File: config.mk
export PLATFORM = sky130hd
export DESIGN_NAME = tdh_drive_flat
export DESIGN_NICKNAME = d
export VERILOG_FILES = /design/src/rtl/tdh_pkg.sv /design/src/rtl/tdh_if.sv /design/src/rtl/tdh_drive.sv /design/src/flat_wrapper.sv
export SDC_FILE = /design/constraint.sdc
export NUM_CORES = 1
export LEC_CHECK = 0
export BUFFER_PORTS_ARGS = -buffer_cell sky130_fd_sc_hd__buf_2
export CAP_MARGIN = 10
export CELL_PAD_IN_SITES_DETAIL_PLACEMENT = 0
export CELL_PAD_IN_SITES_GLOBAL_PLACEMENT = 1
export CORE_UTILIZATION = 40
export CTS_BUF_LIST = sky130_fd_sc_hd__clkbuf_16
export DETAILED_ROUTE_END_ITERATION = 16
export PLACE_DENSITY_LB_ADDON = 0.1
export SKIP_CTS_REPAIR_TIMING = 1
export SLEW_MARGIN = 20
export SYNTH_ARGS = -nofsm -noshare
export SYNTH_HDL_FRONTEND = slang
export SYNTH_SLANG_ARGS = --single-unit
export TNS_END_PERCENT = 100
File: constraint.sdc
create_clock -name ref_clk_i -period 3.4 [get_ports ref_clk_i]
set_input_delay 0.17 -clock ref_clk_i [delete_from_list [all_inputs] [get_ports ref_clk_i]]
set_output_delay 0.17 -clock ref_clk_i [all_outputs]
set_load 0.01 [all_outputs]
File: src/rtl/tdh_pkg.sv
package tdh_pkg;
  // Clock and timing
  localparam int CLK_MHZ = 250;
  localparam int T_MIN_NS = 1000;
  // Least times round up to whole cycles
  localparam int CYC_1US_I = (T_MIN_NS * CLK_MHZ + 999) / 1000;
  localparam int CNT_W = 9;
  localparam logic [CNT_W-1:0] CYC_1US = CYC_1US_I[CNT_W-1:0];
  localparam logic [CNT_W-1:0] CNT_ZERO = 9'h000;
  localparam logic [CNT_W-1:0] CNT_ONE = 9'h001;

  // Line widths
  localparam int CMD_W = 5;
  localparam int RD_W = 9;
  localparam int RD_PAR = 8;
  localparam int UNIT_W = 2;

  // Status inputs of the drive mechanism, bit positions
  localparam int STAT_W = 11;
  localparam int ST_LOAD_POINT = 0;
  localparam int ST_HARD_ERR = 1;
  localparam int ST_TAPE_MARK = 2;
  localparam int ST_ID_BURST = 3;
  localparam int ST_TAPE_END = 4;
  localparam int ST_DENSITY = 5;
  localparam int ST_WPROT = 6;
  localparam int ST_RSTROBE = 7;
  localparam int ST_WSTROBE = 8;
  localparam int ST_HSPEED = 9;
  localparam int ST_CERR = 10;

  // Host register map (byte addresses)
  localparam int RA_W = 5;
  localparam logic [RA_W-1:0] RA_CTRL = 5'h00;
  localparam logic [RA_W-1:0] RA_CMD = 5'h04;
  localparam logic [RA_W-1:0] RA_OP = 5'h08;
  localparam logic [RA_W-1:0] RA_STATUS = 5'h0c;
  localparam logic [RA_W-1:0] RA_IRQ_STAT = 5'h10;
  localparam logic [RA_W-1:0] RA_IRQ_CLR = 5'h14;
  localparam logic [RA_W-1:0] RA_IRQ_EN = 5'h18;
  localparam logic [RA_W-1:0] RA_RDATA = 5'h1c;

  // Field positions
  localparam int CTRL_ADDR_LSB = 0;
  localparam int CTRL_FEN = 2;
  localparam int OP_REWIND = 0;
  localparam int IRQ_W = 3;
  localparam int IRQ_CMD_DONE = 0;
  localparam int IRQ_REW_DONE = 1;
  localparam int IRQ_PULSE_SENT = 2;
  localparam int HST_W = 7;
  localparam int HST_SEQ_BUSY = 6;

  // Reset values
  localparam logic [UNIT_W-1:0] CTRL_ADDR_RST = 2'h0;
  localparam logic CTRL_FEN_RST = 1'h1;
  localparam logic [IRQ_W-1:0] IRQ_RST = 3'h0;

  typedef enum logic [1:0] {
    TDH_IDLE = 2'b00,
    TDH_SETTLE = 2'b01,
    TDH_PULSE = 2'b10
  } tdh_seq_t;

  typedef enum logic [1:0] {
    TDH_OP_NONE = 2'b00,
    TDH_OP_START = 2'b01,
    TDH_OP_REWIND = 2'b10
  } tdh_op_t;
endpackage

File: src/rtl/tdh_if.sv
`timescale 1ns/10ps
// All lines are low when true
interface tdh_if;
  logic formatter_enable_in_n;
  logic go_offline_pulse_n;
  logic rewind_request_pulse_n;
  logic start_cmd_pulse_n;
  logic formatter_addr_line_n;
  logic target_addr_bit0_n;
  logic target_addr_bit1_n;
  logic [4:0] cmd_sel_n;
  logic [7:0] read_data_n;
  logic read_parity_out_n;
  logic load_point_out_n;
  logic hard_error_out_n;
  logic tape_mark_out_n;
  logic id_burst_out_n;
  logic tape_end_out_n;
  logic density_out_n;
  logic drive_ready_out_n;
  logic rewinding_out_n;
  logic write_protect_out_n;
  logic read_strobe_out_n;
  logic write_strobe_out_n;
  logic data_busy_out_n;
  logic high_speed_out_n;
  logic corrected_error_out_n;
  logic online_out_n;
  logic formatter_busy_out_n;

  modport dev (
    input formatter_enable_in_n, go_offline_pulse_n, rewind_request_pulse_n, start_cmd_pulse_n,
    input formatter_addr_line_n, target_addr_bit0_n, target_addr_bit1_n, cmd_sel_n,
    output read_data_n, read_parity_out_n, load_point_out_n, hard_error_out_n, tape_mark_out_n,
    output id_burst_out_n, tape_end_out_n, density_out_n, drive_ready_out_n, rewinding_out_n,
    output write_protect_out_n, read_strobe_out_n, write_strobe_out_n, data_busy_out_n,
    output high_speed_out_n, corrected_error_out_n, online_out_n, formatter_busy_out_n
  );

  modport host (
    output formatter_enable_in_n, go_offline_pulse_n, rewind_request_pulse_n, start_cmd_pulse_n,
    output formatter_addr_line_n, target_addr_bit0_n, target_addr_bit1_n, cmd_sel_n,
    input read_data_n, read_parity_out_n, load_point_out_n, hard_error_out_n, tape_mark_out_n,
    input id_burst_out_n, tape_end_out_n, density_out_n, drive_ready_out_n, rewinding_out_n,
    input write_protect_out_n, read_strobe_out_n, write_strobe_out_n, data_busy_out_n,
    input high_speed_out_n, corrected_error_out_n, online_out_n, formatter_busy_out_n
  );
endinterface

File: src/rtl/tdh_drive.sv
// The register offsets and the plain strobed port are this design's own decisions.
`timescale 1ns/10ps
module tdh_drive
  import tdh_pkg::*;
(
  input wire logic ref_clk_i,
  input wire logic srst_i,
  tdh_if.dev link,
  input wire logic [UNIT_W-1:0] unit_sel_i,
  input wire logic online_i,
  input wire logic data_busy_i,
  input wire logic cmd_done_i,
  input wire logic rewind_done_i,
  input wire logic [RD_W-1:0] rd_data_i,
  input wire logic [STAT_W-1:0] stat_i,
  output logic cmd_start_o,
  output logic [CMD_W-1:0] cmd_code_o,
  output logic rewind_start_o,
  output logic cmd_abort_o,
  output logic overrun_o
);
  localparam int HIN_W = CMD_W + 6;
  localparam logic [HIN_W-1:0] HIN_ZERO = 11'h000;

  logic [HIN_W-1:0] hin_meta;
  logic [HIN_W-1:0] hin;
  logic go_prev;
  logic rew_prev;
  logic fbusy;
  logic armed;
  logic rew_wait;
  logic rewinding;
  logic [CNT_W-1:0] rew_cnt;

  // Line levels turned to true-high before the synchroniser
  wire [HIN_W-1:0] hin_raw = ~{link.formatter_enable_in_n, link.rewind_request_pulse_n,
    link.start_cmd_pulse_n, link.formatter_addr_line_n, link.target_addr_bit1_n,
    link.target_addr_bit0_n, link.cmd_sel_n};

  // Two-flop synchroniser; only hin is looked at.
  // One pair of flops for all lines keeps command and start together,
  // at the cost of two clocks of latency.
  always_ff @(posedge ref_clk_i) begin
    if (srst_i) begin
      hin_meta <= HIN_ZERO;
      hin <= HIN_ZERO;
    end else begin
      hin_meta <= hin_raw;
      hin <= hin_meta;
    end
  end

  // Decoded synchronised lines
  wire [CMD_W-1:0] cmd_sel = hin[CMD_W-1:0];
  wire [UNIT_W-1:0] tad = hin[CMD_W+1:CMD_W];
  wire fad = hin[CMD_W+2];
  wire go = hin[CMD_W+3];
  wire rew = hin[CMD_W+4];
  wire fen = hin[CMD_W+5];
  wire addressed = ~fad && (tad == unit_sel_i);
  wire go_rise = go && !go_prev;
  wire go_fall = !go && go_prev;
  wire rew_rise = rew && !rew_prev;
  wire any_busy = fbusy || data_busy_i;
  wire go_take = go_rise && addressed && online_i && !any_busy;
  wire go_over = go_rise && addressed && online_i && any_busy;
  wire rew_take = rew_rise && addressed && online_i && !fbusy && !rew_wait && !rewinding;
  wire abort = online_i && !fen;
  wire ready = online_i && !rewinding;

  // Enable dropping stops the command; ignored while offline
  assign cmd_abort_o = abort;

  // Edge history of the synchronised strobes
  // Cleared to the false level, so no edge follows reset
  always_ff @(posedge ref_clk_i) begin
    if (srst_i) begin
      go_prev <= 1'b0;
      rew_prev <= 1'b0;
    end else begin
      go_prev <= go;
      rew_prev <= rew;
    end
  end

  // Command acceptance, busy and capture at trailing edge
  // Limitation: a start shorter than one clock may be missed
  // Busy rises at the leading edge, long before the capture
  always_ff @(posedge ref_clk_i) begin
    if (srst_i) begin
      fbusy <= 1'b0;
      armed <= 1'b0;
      cmd_start_o <= 1'b0;
      cmd_code_o <= '0;
    end else begin
      if (go_take) begin
        fbusy <= 1'b1;
      end else if (cmd_done_i || abort) begin
        fbusy <= 1'b0;
      end
      if (go_take) begin
        armed <= 1'b1;
      end else if (go_fall || abort) begin
        armed <= 1'b0;
      end
      cmd_start_o <= armed && go_fall && !abort;
      if (armed && go_fall) begin
        cmd_code_o <= cmd_sel;
      end
    end
  end

  // Overrun is cleared by the next accepted command
  // Set and clear never meet: a start is either taken or refused
  always_ff @(posedge ref_clk_i) begin
    if (srst_i) begin
      overrun_o <= 1'b0;
    end else if (go_over) begin
      overrun_o <= 1'b1;
    end else if (go_take) begin
      overrun_o <= 1'b0;
    end
  end

  // Rewind: one microsecond after the leading edge, ready falls
  // Counting from the synchronised edge adds a few clocks of lag
  // A second rewind while counting or rewinding is ignored
  always_ff @(posedge ref_clk_i) begin
    if (srst_i) begin
      rew_wait <= 1'b0;
      rew_cnt <= CNT_ZERO;
      rewinding <= 1'b0;
      rewind_start_o <= 1'b0;
    end else begin
      rewind_start_o <= 1'b0;
      if (rew_take) begin
        rew_wait <= 1'b1;
        rew_cnt <= CYC_1US;
      end else if (rew_wait) begin
        rew_cnt <= rew_cnt - CNT_ONE;
        if (rew_cnt == CNT_ONE) begin
          rew_wait <= 1'b0;
          rewinding <= 1'b1;
          rewind_start_o <= 1'b1;
        end
      end else if (rewind_done_i || !online_i) begin
        rewinding <= 1'b0;
      end
    end
  end

  // Output lines, registered; a drive not addressed leaves them false
  // Registered so no decode glitch reaches the cable
  // Forcing false stands in for the chain's shared drivers
  always_ff @(posedge ref_clk_i) begin
    if (srst_i || !addressed) begin
      link.read_data_n <= 8'hff;
      link.read_parity_out_n <= 1'b1;
      link.load_point_out_n <= 1'b1;
      link.hard_error_out_n <= 1'b1;
      link.tape_mark_out_n <= 1'b1;
      link.id_burst_out_n <= 1'b1;
      link.tape_end_out_n <= 1'b1;
      link.density_out_n <= 1'b1;
      link.drive_ready_out_n <= 1'b1;
      link.rewinding_out_n <= 1'b1;
      link.write_protect_out_n <= 1'b1;
      link.read_strobe_out_n <= 1'b1;
      link.write_strobe_out_n <= 1'b1;
      link.data_busy_out_n <= 1'b1;
      link.high_speed_out_n <= 1'b1;
      link.corrected_error_out_n <= 1'b1;
      link.online_out_n <= 1'b1;
      link.formatter_busy_out_n <= 1'b1;
    end else begin
      link.read_data_n <= ~rd_data_i[RD_PAR-1:0];
      link.read_parity_out_n <= ~rd_data_i[RD_PAR];
      link.load_point_out_n <= ~stat_i[ST_LOAD_POINT];
      link.hard_error_out_n <= ~stat_i[ST_HARD_ERR];
      link.tape_mark_out_n <= ~stat_i[ST_TAPE_MARK];
      link.id_burst_out_n <= ~stat_i[ST_ID_BURST];
      link.tape_end_out_n <= ~stat_i[ST_TAPE_END];
      link.density_out_n <= ~stat_i[ST_DENSITY];
      link.drive_ready_out_n <= ~ready;
      link.rewinding_out_n <= ~rewinding;
      link.write_protect_out_n <= ~stat_i[ST_WPROT];
      link.read_strobe_out_n <= ~stat_i[ST_RSTROBE];
      link.write_strobe_out_n <= ~stat_i[ST_WSTROBE];
      link.data_busy_out_n <= ~data_busy_i;
      link.high_speed_out_n <= ~stat_i[ST_HSPEED];
      link.corrected_error_out_n <= ~stat_i[ST_CERR];
      link.online_out_n <= ~online_i;
      link.formatter_busy_out_n <= ~fbusy;
    end
  end
endmodule

File: src/flat_wrapper.sv
// flat-port wrapper written by rule: the top's interface ports become plain ports
module tdh_drive_flat import tdh_pkg::*;
  (ref_clk_i, srst_i, unit_sel_i, online_i, data_busy_i, cmd_done_i, rewind_done_i, rd_data_i, stat_i, cmd_start_o, cmd_code_o, rewind_start_o, cmd_abort_o, overrun_o, link_formatter_enable_in_n, link_go_offline_pulse_n, link_rewind_request_pulse_n, link_start_cmd_pulse_n, link_formatter_addr_line_n, link_target_addr_bit0_n, link_target_addr_bit1_n, link_cmd_sel_n, link_read_data_n, link_read_parity_out_n, link_load_point_out_n, link_hard_error_out_n, link_tape_mark_out_n, link_id_burst_out_n, link_tape_end_out_n, link_density_out_n, link_drive_ready_out_n, link_rewinding_out_n, link_write_protect_out_n, link_read_strobe_out_n, link_write_strobe_out_n, link_data_busy_out_n, link_high_speed_out_n, link_corrected_error_out_n, link_online_out_n, link_formatter_busy_out_n);
  tdh_if link_i ();
  input wire logic ref_clk_i;
  input wire logic srst_i;
  input wire logic [UNIT_W-1:0] unit_sel_i;
  input wire logic online_i;
  input wire logic data_busy_i;
  input wire logic cmd_done_i;
  input wire logic rewind_done_i;
  input wire logic [RD_W-1:0] rd_data_i;
  input wire logic [STAT_W-1:0] stat_i;
  output logic cmd_start_o;
  output logic [CMD_W-1:0] cmd_code_o;
  output logic rewind_start_o;
  output logic cmd_abort_o;
  output logic overrun_o;
  input wire logic [$bits(link_i.formatter_enable_in_n)-1:0] link_formatter_enable_in_n;
  input wire logic [$bits(link_i.go_offline_pulse_n)-1:0] link_go_offline_pulse_n;
  input wire logic [$bits(link_i.rewind_request_pulse_n)-1:0] link_rewind_request_pulse_n;
  input wire logic [$bits(link_i.start_cmd_pulse_n)-1:0] link_start_cmd_pulse_n;
  input wire logic [$bits(link_i.formatter_addr_line_n)-1:0] link_formatter_addr_line_n;
  input wire logic [$bits(link_i.target_addr_bit0_n)-1:0] link_target_addr_bit0_n;
  input wire logic [$bits(link_i.target_addr_bit1_n)-1:0] link_target_addr_bit1_n;
  input wire logic [$bits(link_i.cmd_sel_n)-1:0] link_cmd_sel_n;
  output wire logic [$bits(link_i.read_data_n)-1:0] link_read_data_n;
  output wire logic [$bits(link_i.read_parity_out_n)-1:0] link_read_parity_out_n;
  output wire logic [$bits(link_i.load_point_out_n)-1:0] link_load_point_out_n;
  output wire logic [$bits(link_i.hard_error_out_n)-1:0] link_hard_error_out_n;
  output wire logic [$bits(link_i.tape_mark_out_n)-1:0] link_tape_mark_out_n;
  output wire logic [$bits(link_i.id_burst_out_n)-1:0] link_id_burst_out_n;
  output wire logic [$bits(link_i.tape_end_out_n)-1:0] link_tape_end_out_n;
  output wire logic [$bits(link_i.density_out_n)-1:0] link_density_out_n;
  output wire logic [$bits(link_i.drive_ready_out_n)-1:0] link_drive_ready_out_n;
  output wire logic [$bits(link_i.rewinding_out_n)-1:0] link_rewinding_out_n;
  output wire logic [$bits(link_i.write_protect_out_n)-1:0] link_write_protect_out_n;
  output wire logic [$bits(link_i.read_strobe_out_n)-1:0] link_read_strobe_out_n;
  output wire logic [$bits(link_i.write_strobe_out_n)-1:0] link_write_strobe_out_n;
  output wire logic [$bits(link_i.data_busy_out_n)-1:0] link_data_busy_out_n;
  output wire logic [$bits(link_i.high_speed_out_n)-1:0] link_high_speed_out_n;
  output wire logic [$bits(link_i.corrected_error_out_n)-1:0] link_corrected_error_out_n;
  output wire logic [$bits(link_i.online_out_n)-1:0] link_online_out_n;
  output wire logic [$bits(link_i.formatter_busy_out_n)-1:0] link_formatter_busy_out_n;
  assign link_i.formatter_enable_in_n = link_formatter_enable_in_n;
  assign link_i.go_offline_pulse_n = link_go_offline_pulse_n;
  assign link_i.rewind_request_pulse_n = link_rewind_request_pulse_n;
  assign link_i.start_cmd_pulse_n = link_start_cmd_pulse_n;
  assign link_i.formatter_addr_line_n = link_formatter_addr_line_n;
  assign link_i.target_addr_bit0_n = link_target_addr_bit0_n;
  assign link_i.target_addr_bit1_n = link_target_addr_bit1_n;
  assign link_i.cmd_sel_n = link_cmd_sel_n;
  assign link_read_data_n = link_i.read_data_n;
  assign link_read_parity_out_n = link_i.read_parity_out_n;
  assign link_load_point_out_n = link_i.load_point_out_n;
  assign link_hard_error_out_n = link_i.hard_error_out_n;
  assign link_tape_mark_out_n = link_i.tape_mark_out_n;
  assign link_id_burst_out_n = link_i.id_burst_out_n;
  assign link_tape_end_out_n = link_i.tape_end_out_n;
  assign link_density_out_n = link_i.density_out_n;
  assign link_drive_ready_out_n = link_i.drive_ready_out_n;
  assign link_rewinding_out_n = link_i.rewinding_out_n;
  assign link_write_protect_out_n = link_i.write_protect_out_n;
  assign link_read_strobe_out_n = link_i.read_strobe_out_n;
  assign link_write_strobe_out_n = link_i.write_strobe_out_n;
  assign link_data_busy_out_n = link_i.data_busy_out_n;
  assign link_high_speed_out_n = link_i.high_speed_out_n;
  assign link_corrected_error_out_n = link_i.corrected_error_out_n;
  assign link_online_out_n = link_i.online_out_n;
  assign link_formatter_busy_out_n = link_i.formatter_busy_out_n;
  tdh_drive u_core (.ref_clk_i(ref_clk_i), .srst_i(srst_i), .link(link_i), .unit_sel_i(unit_sel_i), .online_i(online_i), .data_busy_i(data_busy_i), .cmd_done_i(cmd_done_i), .rewind_done_i(rewind_done_i), .rd_data_i(rd_data_i), .stat_i(stat_i), .cmd_start_o(cmd_start_o), .cmd_code_o(cmd_code_o), .rewind_start_o(rewind_start_o), .cmd_abort_o(cmd_abort_o), .overrun_o(overrun_o));
endmodule
# Yosys cells after proc, flatten, opt, wreduce, memory -nomap -nowiden
# Cells that the tools add are included.
# word_totals
register_bits	70
latch_bits	0
ramBits	0
mem_bits_ro	0
mem_count	0
# op_classes
add_sub_neg	1
multipliers	0
n_div	0
n_lt_le_gt_ge	0
eq_ne	3
n_shift	0
n_mux	15
bitwise_logic	22
n_reduce_logical	41
# ops
cell	count
$not 1->1	20
$logic_and 1x1->1	17
$mux 8	2
$mux 1	13
$logic_not 1->1	11
$not 11->11	1
$reduce_bool 2->1	5
$eq 9x1->1 const B	1
$sub 9x1->9 const B	1
$not 8->8	1
$logic_or 1x1->1	5
$reduce_and 3->1	1
$reduce_or 3->1	1
$eq 2x2->1	1
$ne 2x2->1 const B	1
$reduce_or 2->1	1

# Longest topological paths before layout
# Gate-level depths: netlist of the first run.
# logic_depth
depth_word	9
mapped_depth	6
depth_no_buf	6

# Least setup slack after synthesis of the first run
# Ideal clock, no wire load.
# synth_timing
kind	register to register
from	reg u_core.rew_cnt[0]
to	reg u_core.rew_cnt[7]
setup_time_ns	0.131
t_arrival_ns	1.354
setup_slack_ns	1.915
stages_incl_launch_ff	5
cell_sequence	dfxtp_1 > or4b_4 > nor4b_4 > xnor2_1 > a21oi_2
# synth_between
elab_chain_len	3
# synth_lines
item	line	text
start: declaration	tdh_drive.sv:33	logic [CNT_W-1:0] rew_cnt;
start signal: assignment	tdh_drive.sv:140	rew_cnt <= rew_cnt - CNT_ONE;
$sub 9x1->9	tdh_drive.sv:140	
$mux 8	tdh_drive.sv:139	end else if (rew_wait) begin
$mux 8	tdh_drive.sv:136	if (rew_take) begin
# No other way between the ends. The select of a mux whose other input is x is not followed.
# A chain may end at the register's enable or synchronous reset.

# Final worst setup path of the first run
# layout_timing
from	reg u_core.rew_wait
to	reg u_core.rew_cnt[7]
# layout_between
elab_chain_len	4
elab_cells_between_ends	5
cone_classes	1 x mux; 4 x reduce/logical
# layout_lines
item	line	text
start: declaration	tdh_drive.sv:31	logic rew_wait;
start signal: assignment	tdh_drive.sv:130	rew_wait <= 1'b0;
start signal: assignment	tdh_drive.sv:137	rew_wait <= 1'b1;
start signal: assignment	tdh_drive.sv:142	rew_wait <= 1'b0;
$logic_not 1->1	tdh_drive.sv:67	wire rew_take = rew_rise && addressed && online_i && !fbusy && !rew_wait && !rewinding;
$logic_and 1x1->1 (2 in series)	tdh_drive.sv:67	
$mux 8 or $reduce_bool 2->1 (tied branches)	n/a	
# Parallel ways exist; a longest one is shown, timed or not.

==> results of run 1 <==
[metrics by stage]
| stage | setup WS (ns) | std cells | power, mW |
|---|---|---|---|
| after floorplan | 1.92 | 204 | 0.919 |
| after global placement | 1.63 | 338 | 0.959 |
| after detailed placement | 1.65 | 338 | 0.961 |
| after CTS | 1.63 | 354 | 1.85 |
| after global routing | 1.55 | 370 | 1.92 |
| final | 1.64 | 370 | 1.84 |
[kinds of logic (layout without fill, tap and decap cells)]
family                   Yosys count  in the layout  synth area share [%]
adder cells (fa/ha/maj)            2              2                  1.14
AND/OR/NAND/NOR                   91             91                  22.6
buffers and inverters             13            109                  2.39
AO/OA/AOI/OAI                     13             13                  3.82
multiplexers                       5              5                  2.28
flip-flops                        70             70                  63.8
XOR/XNOR                          10             10                  3.99
[final timing paths]
check,slack [ns],to,start
max reg2reg,1.64,u_core.rew_cnt[7]$_SDFFE_PP0P_,u_core.rew_wait$_SDFF_PP0_
min,0.0009,u_core.hin_meta[3]$_SDFF_PP0_,link_cmd_sel_n[3]
max,1.64,u_core.rew_cnt[7]$_SDFFE_PP0P_,u_core.rew_wait$_SDFF_PP0_
min reg2reg,0.43,u_core.hin[1]$_SDFF_PP0_,u_core.hin_meta[1]$_SDFF_PP0_
[cell usage in the layout, fill, tap and decap left out, drive strengths merged, types with 7 or more instances in the layout]
cell and instances:
nand2 30, buf 73, nor2b 15, dfxtp 70
a21oi 9, nor3 7, nor2 20, dlygate4sd3 16
clkbuf 9
[critical path, cell delays in order, from the launching register on]
cell	delay [ns]
dfxtp_1	0.54
or4b_4	0.55
nor4b_4	0.27
xnor2_1	0.17
a21oi_2	0.07
[layer usage]
layer	GRT usage (%)	wire (um)	vias to the layer above
met4	4.62	15	0
li1	-	-	851
met5	0	0	-
met2	25.0	2080	38
met1	16.1	1800	736
met3	7.07	167	2
[sequential cells by signal, indices dropped and copies added (netlist names), 5 cells and up]
name,count
u_core.cmd_code_o,5
u_core.link.read_data_n,8
u_core.rew_cnt,9
u_core.hin,11
u_core.hin_meta,11
[area by class of cell]
| class | count | area share (%) |
|---|---|---|
| Multi-Input combinational cell | 121 | 24.4 |
| Tap cell | 70 | 2.85 |
| Timing Repair Buffer | 89 | 17.2 |
| Sequential cell | 70 | 45.6 |
| Clock buffer | 9 | 7.33 |
| Inverter | 4 | 0.489 |
| Clock inverter | 7 | 2.12 |
[power by group through the flow]
| stage | combinational [mW] | clock (mW) | sequential [mW] |
|---|---|---|---|
| after floorplan | 0.0427 | 0 | 0.876 |
| after global placement | 0.0863 | 0 | 0.873 |
| after detailed placement | 0.0875 | 0 | 0.873 |
| after CTS | 0.0883 | 0.905 | 0.856 |
| after global routing | 0.112 | 0.955 | 0.858 |
| final | 0.101 | 0.881 | 0.856 |
==> summary.md, run 1 <==
| Metric | Value |
|---|---|
| Status | `finished clean` |
| Combinational Power Share | `5.5%` |
| Final setup fails | `0` |
| Area grow syn2layout | `39.9%` |
| First-pass GRT wire length | `about 6600 um` |
| DRT Pass-1 Iters | `4` |
| Fin crit period | `1.76 ns` |
| CP required | `3.56 ns` |
| Pwr dens | `598 mW/mm^2` |
| Peak VDD IR | `~0.44 mV` |
| Clk Tree Root Cell | `clkbuf_16` |
| Sum of negative setup slack | `0 ns` |
| Final Hold Fails | `0` |
| CP arrival | `1.93 ns` |
| Critical Path Source Type | `register` |
| Crit end category | `register` |
| Vias in the first global route | `1530` |
| GPL Wtd Cong | `approximately 0.67` |
| Vias | `1627` |
| Syn Inst Count | `204` |
| Fillers | `493` |
| Sequential fraction of the synthesis area | `63.8%` |
| Die width | `76.1 um` |
| Post-DRT Antenna Nets | `0` |
| Seq pwr share | `46.6%` |
| Initial Util | `between 40% and 50%` |
| Share of cells above drive strength 1 | `between 30% and 40%` |
| Clk buf depth | `2` |
| Clk slew on worst S/H paths | `about 0.050 ns` |
| Final WL | `4070 um` |
| Largest net degree at the start of global routing | `47` |
| Drc violations | `0` |
| Max-cap viol count | `0` |
| Worst r2r path cells | `4` |
| Vias/cell | `4.40` |
| # nets final | `337` |
| Placed inst area | `0.00262 mm^2` |
| Antenna diode count | `0` |
| Die Ht | `76.1 um` |
| Post-Layout Inst Area | `~0.003 mm^2` |
| Flops & latches, synth | `70` |
| Final Skew | `0.00402 ns` |
| Final period util | `roughly 52%` |
| Slew margin rel. | `42.5%` |
| WS Path Type | `register to register` |
| Critical Path Fanout Max | `13` |
| Synth area leader | `dfxtp_1` |
| Clock power frac | `around 48%` |
| Min-Delay Path Class | `primary input to register` |
| Top post-synthesis cells by area | `dfxtp_1, nand2_1, nor2b_1` |
| Count leader, synth | `dfxtp_1` |
| Library cells used by synthesis | `33` |
| GRT Total Usage | `~15%` |
| Ys flop type | `dfxtp_1` |
| Clock latency on the worst-skew pair | `between 0.3 and 0.4 ns` |
| Async set-reset flop share out of synthesis | `0%` |
| Mean Syn Cell Area | `10.8 um^2` |
| FF/Latch Area | `roughly 0.0014 mm^2` |
| Worst-Margin Slew | `around 0.86 ns` |
| Grt ovf | `0` |
| Row count | `26` |
| Total Die Area | `0.00579 mm^2` |
| Number of CTS-inserted buffers | `9` |
| IO Pins | `74` |
| Sw Pwr | `377 uW` |
| Sinks on Clock Net | `70` |
| Multi-input logic area | `751 um^2` |
| Port buffer count | `72` |
| Switch share | `between 20% and 30%` |
| RSZ-0062 raised after global routing | `no` |
| TritonCTS clock tree | `done` |
| Final hold slack | `0.000901 ns` |
| Warnings, synthesis | `0` |
| Pins Over Slew Limit | `0` |
| Hold Crit Depth | `2` |
| Initial antenna violation count | `0` |
| Synthesized Nets | `roughly 250` |
| Detailed placement HPWL | `approximately 2600 um` |
| Leak | `1.31 nW` |
| Max Clk Rate | `~570 MHz` |
| Post-synth top area share | `63.8%` |
| H-tree levels | `3` |
| DR iter-0 viols | `between 60 and 70` |
| Cell Area, Synth | `0.00220 mm^2` |
| Wire length per cell | `11.0 um` |
| Core box area | `0.00520 mm^2` |
| Post-synth EDFFs | `0` |
| Commonest cells in the netlist | `dfxtp_1, nand2_1, nor2_1` |
| Utilization after layout | `between 50% and 60%` |
| Internal power | `1.46 mW` |
Note: power is estimated with default switching activity, not from simulation.
==> run 2: changes to the inputs <==
- CORE_UTILIZATION: 40 -> 37
- clock period: 3.4 -> 1.85 ns (I/O delays scaled with it)
==> run 2 against run 1 <==
Effect of this change: sequential share of layout area is 2.4 points lower; maximum frequency is 8.4% higher; highest routed layer unchanged; power is 81% higher; clock power is 75% higher.
==> summary.md, run 2 (synthesized netlist as in run 1, its figures left out) <==
| Metric | Value |
|---|---|
| First-pass GRT wire length | `6510 um (-2.0%)` |
| Critical Path Source Type | `register` |
| Critical Path Fanout Max | `8 (-5)` |
| Cell Chain, Critical Path | `or4b_4 -> nor4b_4 -> xnor2_1 -> a21oi_2` |
| Final hold slack | `0.0258 ns (+0.0249 ns)` |
| Post-DRT Antenna Nets | `0 (unchanged)` |
| Final period util | `87.8% (+36 points)` |
| Initial Util | `39.2% (-3.0 points)` |
| Fillers | `517 (+4.9%)` |
| Slew margin rel. | `69.2% (+27 points)` |
| Drc violations | `0 (unchanged)` |
| Largest net degree at the start of global routing | `46 (-2.1%)` |
| Status | `finished clean` |
| Vias in the first global route | `1422 (-7.1%)` |
| # nets final | `356 (+5.6%)` |
| Wire length per cell | `11.4 um (+3.9%)` |
| GPL Wtd Cong | `0.692 (+2.6%)` |
| Max incr delay on CP | `0.54 ns (about the same)` |
| Area grow syn2layout | `47.7%` |
| Row count | `27 (+3.8%)` |
| Most common cell after layout, fill and taps aside | `buf_2` |
| CP required | `2.04 ns (-1.52 ns)` |
| Sinks on Clock Net | `70 (unchanged)` |
| Largest regs | `u_core.hin: 11 flops, u_core.hin_meta: 11 flops, u_core.rew_cnt: 9 flops` |
| Vias/cell | `4.34 (-1.4%)` |
| Share of cells above drive strength 1 | `30.7% (-0.28 points)` |
| Initial antenna violation count | `0 (unchanged)` |
| Post-Layout Inst Area | `0.00324 mm^2 (+5.5%)` |
| Port buffer count | `72 (unchanged)` |
| Inst Count DP | `343 (+1.5%)` |
| Pins Over Slew Limit | `0 (unchanged)` |
| Pre-CTS setup slack | `0.237 ns (-1.41 ns)` |
| Clk slew on worst S/H paths | `0.06 ns (about the same)` |
| Worst Setup Slack, final | `0.226 ns (-1.41 ns)` |
| H-tree levels | `3 (unchanged)` |
| DR iter-0 viols | `38 (-42%)` |
| Non-Filler Instances | `391 (+5.7%)` |
| GRT Total Usage | `14.0% (-0.71 points)` |
| Total Die Area | `0.00625 mm^2 (+7.9%)` |
| TritonCTS clock tree | `done` |
| Placed inst area | `0.00265 mm^2 (+0.95%)` |
| Min-Delay Path Class | `primary input to register` |
| Pwr dens | `1030 mW/mm^2 (+72%)` |
| Fin crit period | `1.62 ns (-0.137 ns)` |
| Clock latency on the worst-skew pair | `0.32 ns (about the same)` |
| Sum of negative setup slack | `0 ns (unchanged)` |
| Die width | `79.0 um (+3.9%)` |
| Detailed placement HPWL | `2780 um (+5.1%)` |
| CP arrival | `1.82 ns (-0.11 ns)` |
| Peak VDD IR | `0.668 mV (+53%)` |
| Antenna diode count | `0 (unchanged)` |
| Crit end category | `register` |
| Leak | `1.37 nW (+5.0%)` |
| Vias | `1696 (+4.2%)` |
| Worst-Margin Slew | `0.463 ns (-0.400 ns)` |
| Die Ht | `79.0 um (+3.9%)` |
| Worst path slowest cell | `or4b_4` |
| Utilization after layout | `57.8% (-1.2 points)` |
| Final Hold Fails | `0 (unchanged)` |
| Multi-input logic area | `751 um^2 (unchanged)` |
| Clk buf depth | `2 (unchanged)` |
| Final Skew | `0.00455 ns (+0.000529 ns)` |
| WS Path Type | `register to register` |
| Core box area | `0.00561 mm^2 (+7.7%)` |
| Grt ovf | `0 (unchanged)` |
| Most frequent cells in the layout | `buf_2, dfxtp_1, dlygate4sd3_1` |
| Final WL | `4470 um (+9.8%)` |
| FF/Latch Area | `0.00140 mm^2 (unchanged)` |
| Number of CTS-inserted buffers | `9 (unchanged)` |
| Clk Tree Root Cell | `clkbuf_16` |
| DRT Pass-1 Iters | `4 (unchanged)` |
| Final setup fails | `0 (unchanged)` |
| RSZ-0062 raised after global routing | `no` |
| Max Clk Rate | `616 MHz (+8.4%)` |
| Max-cap viol count | `0 (unchanged)` |
| Total power | `3.33 mW (+81%)` |
| IO Pins | `74 (unchanged)` |
| R2R setup slack | `0.23 ns (-1.41 ns)` |
==> run 2: final cells by class <==
class	count	area share, %
inverter	4	0.463
tap	72	2.78
timing repair buffer	108	21.9
multi-input combinational	121	23.1
clock buffer	9	6.94
sequential	70	43.2
clock inverter	7	1.54
==> run 2: final timing paths <==
kind                                 start                                  end  depth (start not counted)
max             u_core.rew_wait$_SDFF_PP0_       u_core.rew_cnt[7]$_SDFFE_PP0P_                          4
max reg2reg     u_core.rew_wait$_SDFF_PP0_       u_core.rew_cnt[7]$_SDFFE_PP0P_                          4
min reg2reg  u_core.hin_meta[8]$_SDFF_PP0_             u_core.hin[8]$_SDFF_PP0_                          1
min                               online_i  u_core.link.online_out_n$_SDFF_PP1_                          2
==> run 2: layer usage <==
layer  global-route usage [%]  up-vias  part of all wire (%)
li1                         -      887                     -
met1                     16.3      765                    44
met2                     21.9       39                    50
met3                     6.55        5                   4.9
met4                     6.00        0                   1.2
met5                        0        -                     0
==> run 2: critical path: cells and delay by family, from the launching register on <==
| family | cells | cell delay [ns] |
|---|---|---|
| AND/OR/NAND/NOR | 2 | 0.82 |
| flip-flops | 1 | 0.44 |
| XOR/XNOR | 1 | 0.17 |
| AO/OA/AOI/OAI | 1 | 0.07 |
==> run 2: power by group <==
part           internal, mW  leakage (nW)  switching (mW)  total [mW]
Combinational         0.123         0.674          0.0952       0.218
Sequential             1.55         0.572          0.0172        1.57
Clock                 0.907         0.128           0.632        1.54
Total                  2.58          1.37           0.745        3.33
==> run 3: changes to the inputs <==
- REMOVE_ABC_BUFFERS: unset -> 1
==> run 3 against run 2 <==
Effect of this change: global-route usage grew 0.39 points; design area grew 1.0%; largest cell class unchanged; sequential power is essentially flat; register-to-register slack gained 0.07 ns.
==> summary.md, run 3 (synthesized netlist as in run 1, its figures left out) <==
| Metric | Value |
|---|---|
| Status | `finished clean` |
| Sw Pwr | `703 uW (-5.6%)` |
| Core box area | `0.00561 mm^2 (unchanged)` |
| Placed inst area | `0.00265 mm^2 (unchanged)` |
| Slew margin rel. | `69.2% (+0.077 points)` |
| Final Hold Fails | `0 (unchanged)` |
| Wire length per cell | `11.3 um (-0.76%)` |
| Final hold slack | `0.0241 ns (-0.00174 ns)` |
| Post-Layout Inst Area | `0.00328 mm^2 (+1.0%)` |
| R2r endpoint | `u_core.rew_cnt[7]$_SDFFE_PP0P_` |
| Initial antenna violation count | `0 (unchanged)` |
| Row count | `27 (unchanged)` |
| Hold Crit Depth | `2 (unchanged)` |
| Antenna diode count | `0 (unchanged)` |
| Switch share | `19.9% (-2.5 points)` |
| Clk slew on worst S/H paths | `0.05 ns (about the same)` |
| Largest regs | `u_core.hin: 11 flops, u_core.hin_meta: 11 flops, u_core.rew_cnt: 9 flops` |
| RSZ-0062 raised after global routing | `no` |
| Area grow syn2layout | `49.2%` |
| Utilization after layout | `58.4% (+0.58 points)` |
| TritonCTS clock tree | `done` |
| Clk Tree Root Cell | `clkbuf_16` |
| Critical Path Fanout Max | `4 (-4)` |
| Final period util | `83.7% (-4.0 points)` |
| Hold_sp | `online_i` |
| Final setup fails | `0 (unchanged)` |
| DRT Pass-1 Iters | `3 (-1)` |
| Most frequent cells in the layout | `buf_2, dfxtp_1, dlygate4sd3_1` |
| Seq pwr share | `44.4% (-2.8 points)` |
| Vias in the first global route | `1443 (+1.5%)` |
| Vias/cell | `4.29 (-1.2%)` |
| Worst r2r path cells | `4 (unchanged)` |
| Share of cells above drive strength 1 | `29.5% (-1.3 points)` |
| Internal power | `2.84 mW (+9.8%)` |
| Number of CTS-inserted buffers | `9 (unchanged)` |
| CP arrival | `1.74 ns (-0.08 ns)` |
| Most common cell after layout, fill and taps aside | `buf_2` |
| Worst-Margin Slew | `0.462 ns (-0.00116 ns)` |
| WS Path Type | `register to register` |
| Die width | `79.0 um (unchanged)` |
| CP required | `2.04 ns (about the same)` |
| Clk buf depth | `2 (unchanged)` |
| Reg-to-reg startpoint | `u_core.rew_cnt[0]$_SDFFE_PP0P_` |
| Fin crit period | `1.55 ns (-0.0749 ns)` |
| Clock power frac | `49.4% (+3.2 points)` |
| Crit end category | `register` |
| Total Die Area | `0.00625 mm^2 (unchanged)` |
| Die Ht | `79.0 um (unchanged)` |
| Combinational Power Share | `6.2% (-0.4 points)` |
| Max Clk Rate | `646 MHz (+4.8%)` |
| Vias | `1676 (-1.2%)` |
| Max incr delay on CP | `0.56 ns (+0.02 ns)` |
| Inst Count DP | `343 (unchanged)` |
| # nets final | `356 (unchanged)` |
| Peak VDD IR | `0.616 mV (-7.9%)` |
| Non-Filler Instances | `391 (unchanged)` |
| Port buffer count | `72 (unchanged)` |
| Worst path slowest cell | `or4b_4` |
| Clock latency on the worst-skew pair | `0.32 ns (about the same)` |
| DR iter-0 viols | `56 (+47%)` |
| First-pass GRT wire length | `6650 um (+2.2%)` |
| Cell Chain, Critical Path | `or4b_4 -> nor4b_4 -> xnor2_1 -> a21oi_2` |
| Pins Over Slew Limit | `0 (unchanged)` |
| Drc violations | `0 (unchanged)` |
| Leak | `1.40 nW (+2.1%)` |
| Largest net degree at the start of global routing | `46 (unchanged)` |
| Grt ovf | `0 (unchanged)` |
| GRT Total Usage | `14.4% (+0.39 points)` |
| Final WL | `4440 um (-0.76%)` |
| Max-cap viol count | `0 (unchanged)` |
| Detailed placement HPWL | `2730 um (-1.8%)` |
| GPL Wtd Cong | `0.788 (+14%)` |
| Final Skew | `0.00451 ns (-0.0000364 ns)` |
| IO Pins | `74 (unchanged)` |
| Sinks on Clock Net | `70 (unchanged)` |
| H-tree levels | `3 (unchanged)` |
| Initial Util | `39.2% (unchanged)` |
| Sum of negative setup slack | `0 ns (unchanged)` |
| R2R setup slack | `0.30 ns (+0.07 ns)` |
| Hold Path End | `u_core.link.online_out_n$_SDFF_PP1_` |
| Post-DRT Antenna Nets | `0 (unchanged)` |
| Min-Delay Path Class | `primary input to register` |
| Pwr dens | `1080 mW/mm^2 (+5.3%)` |
| Critical Path Source Type | `register` |
[run 3: power by group through the flow]
stage	Combinational, mW	Clock (mW)	Sequential (mW)
after floorplan	0.0610	0	1.61
after global placement	0.168	0	1.60
after detailed placement	0.168	0	1.60
after CTS	0.169	1.79	1.57
after global routing	0.241	1.87	1.58
final	0.219	1.75	1.57
[run 3: layout make-up]
type	instances	area, um^2
flip-flops and latches	70	1400
inverters	4	15.0
repair buffers	108	711
fillers	496	2330
well taps	72	90.1
clock buffers	9	225
multi-input cells	121	751
clock inverters	7	82.6
[run 3: critical path, delay by kind of cell, from the launching register on]
family           cells  cell delay [ns]
flip-flops           1             0.34
XOR/XNOR             1             0.17
AO/OA/AOI/OAI        1             0.07
AND/OR/NAND/NOR      2             0.84
[run 3: layer usage]
layer  GRT usage, %  share of wire, %  up-vias
met5              0                 0        -
met3           6.67               7.6        4
met4           7.09               1.1        0
met2           21.2                44       57
li1               -                 -      888
met1           17.5                47      727
[run 3: per-stage QoR]
step | worst slack (ns) | power, mW
finish | 0.301 | 3.54
global route | 0.152 | 3.69
CTS | 0.289 | 3.53
detailed placement | 0.299 | 1.77
global placement | 0.309 | 1.77
floorplan | -0.00855 | 1.67
[run 3: worst max path at each step]
| stage | to | start | cells after the start | slack, ns |
|---|---|---|---|---|
| after CTS | u_core.rew_cnt[7]$_SDFFE_PP0P_ | u_core.rew_cnt[0]$_SDFFE_PP0P_ | 4 | 0.29 |
| after floorplan | u_core.link.drive_ready_out_n$_SDFF_PP1_ | u_core.hin[5]$_SDFF_PP0_ | 3 | -0.009 |
| after global placement | u_core.rew_cnt[7]$_SDFFE_PP0P_ | u_core.rew_cnt[0]$_SDFFE_PP0P_ | 4 | 0.31 |
| final | u_core.rew_cnt[7]$_SDFFE_PP0P_ | u_core.rew_cnt[0]$_SDFFE_PP0P_ | 4 | 0.30 |
| after global routing | u_core.rew_cnt[4]$_SDFFE_PP0P_ | u_core.hin[5]$_SDFF_PP0_ | 4 | 0.15 |
| after detailed placement | u_core.rew_cnt[7]$_SDFFE_PP0P_ | u_core.rew_cnt[0]$_SDFFE_PP0P_ | 4 | 0.30 |
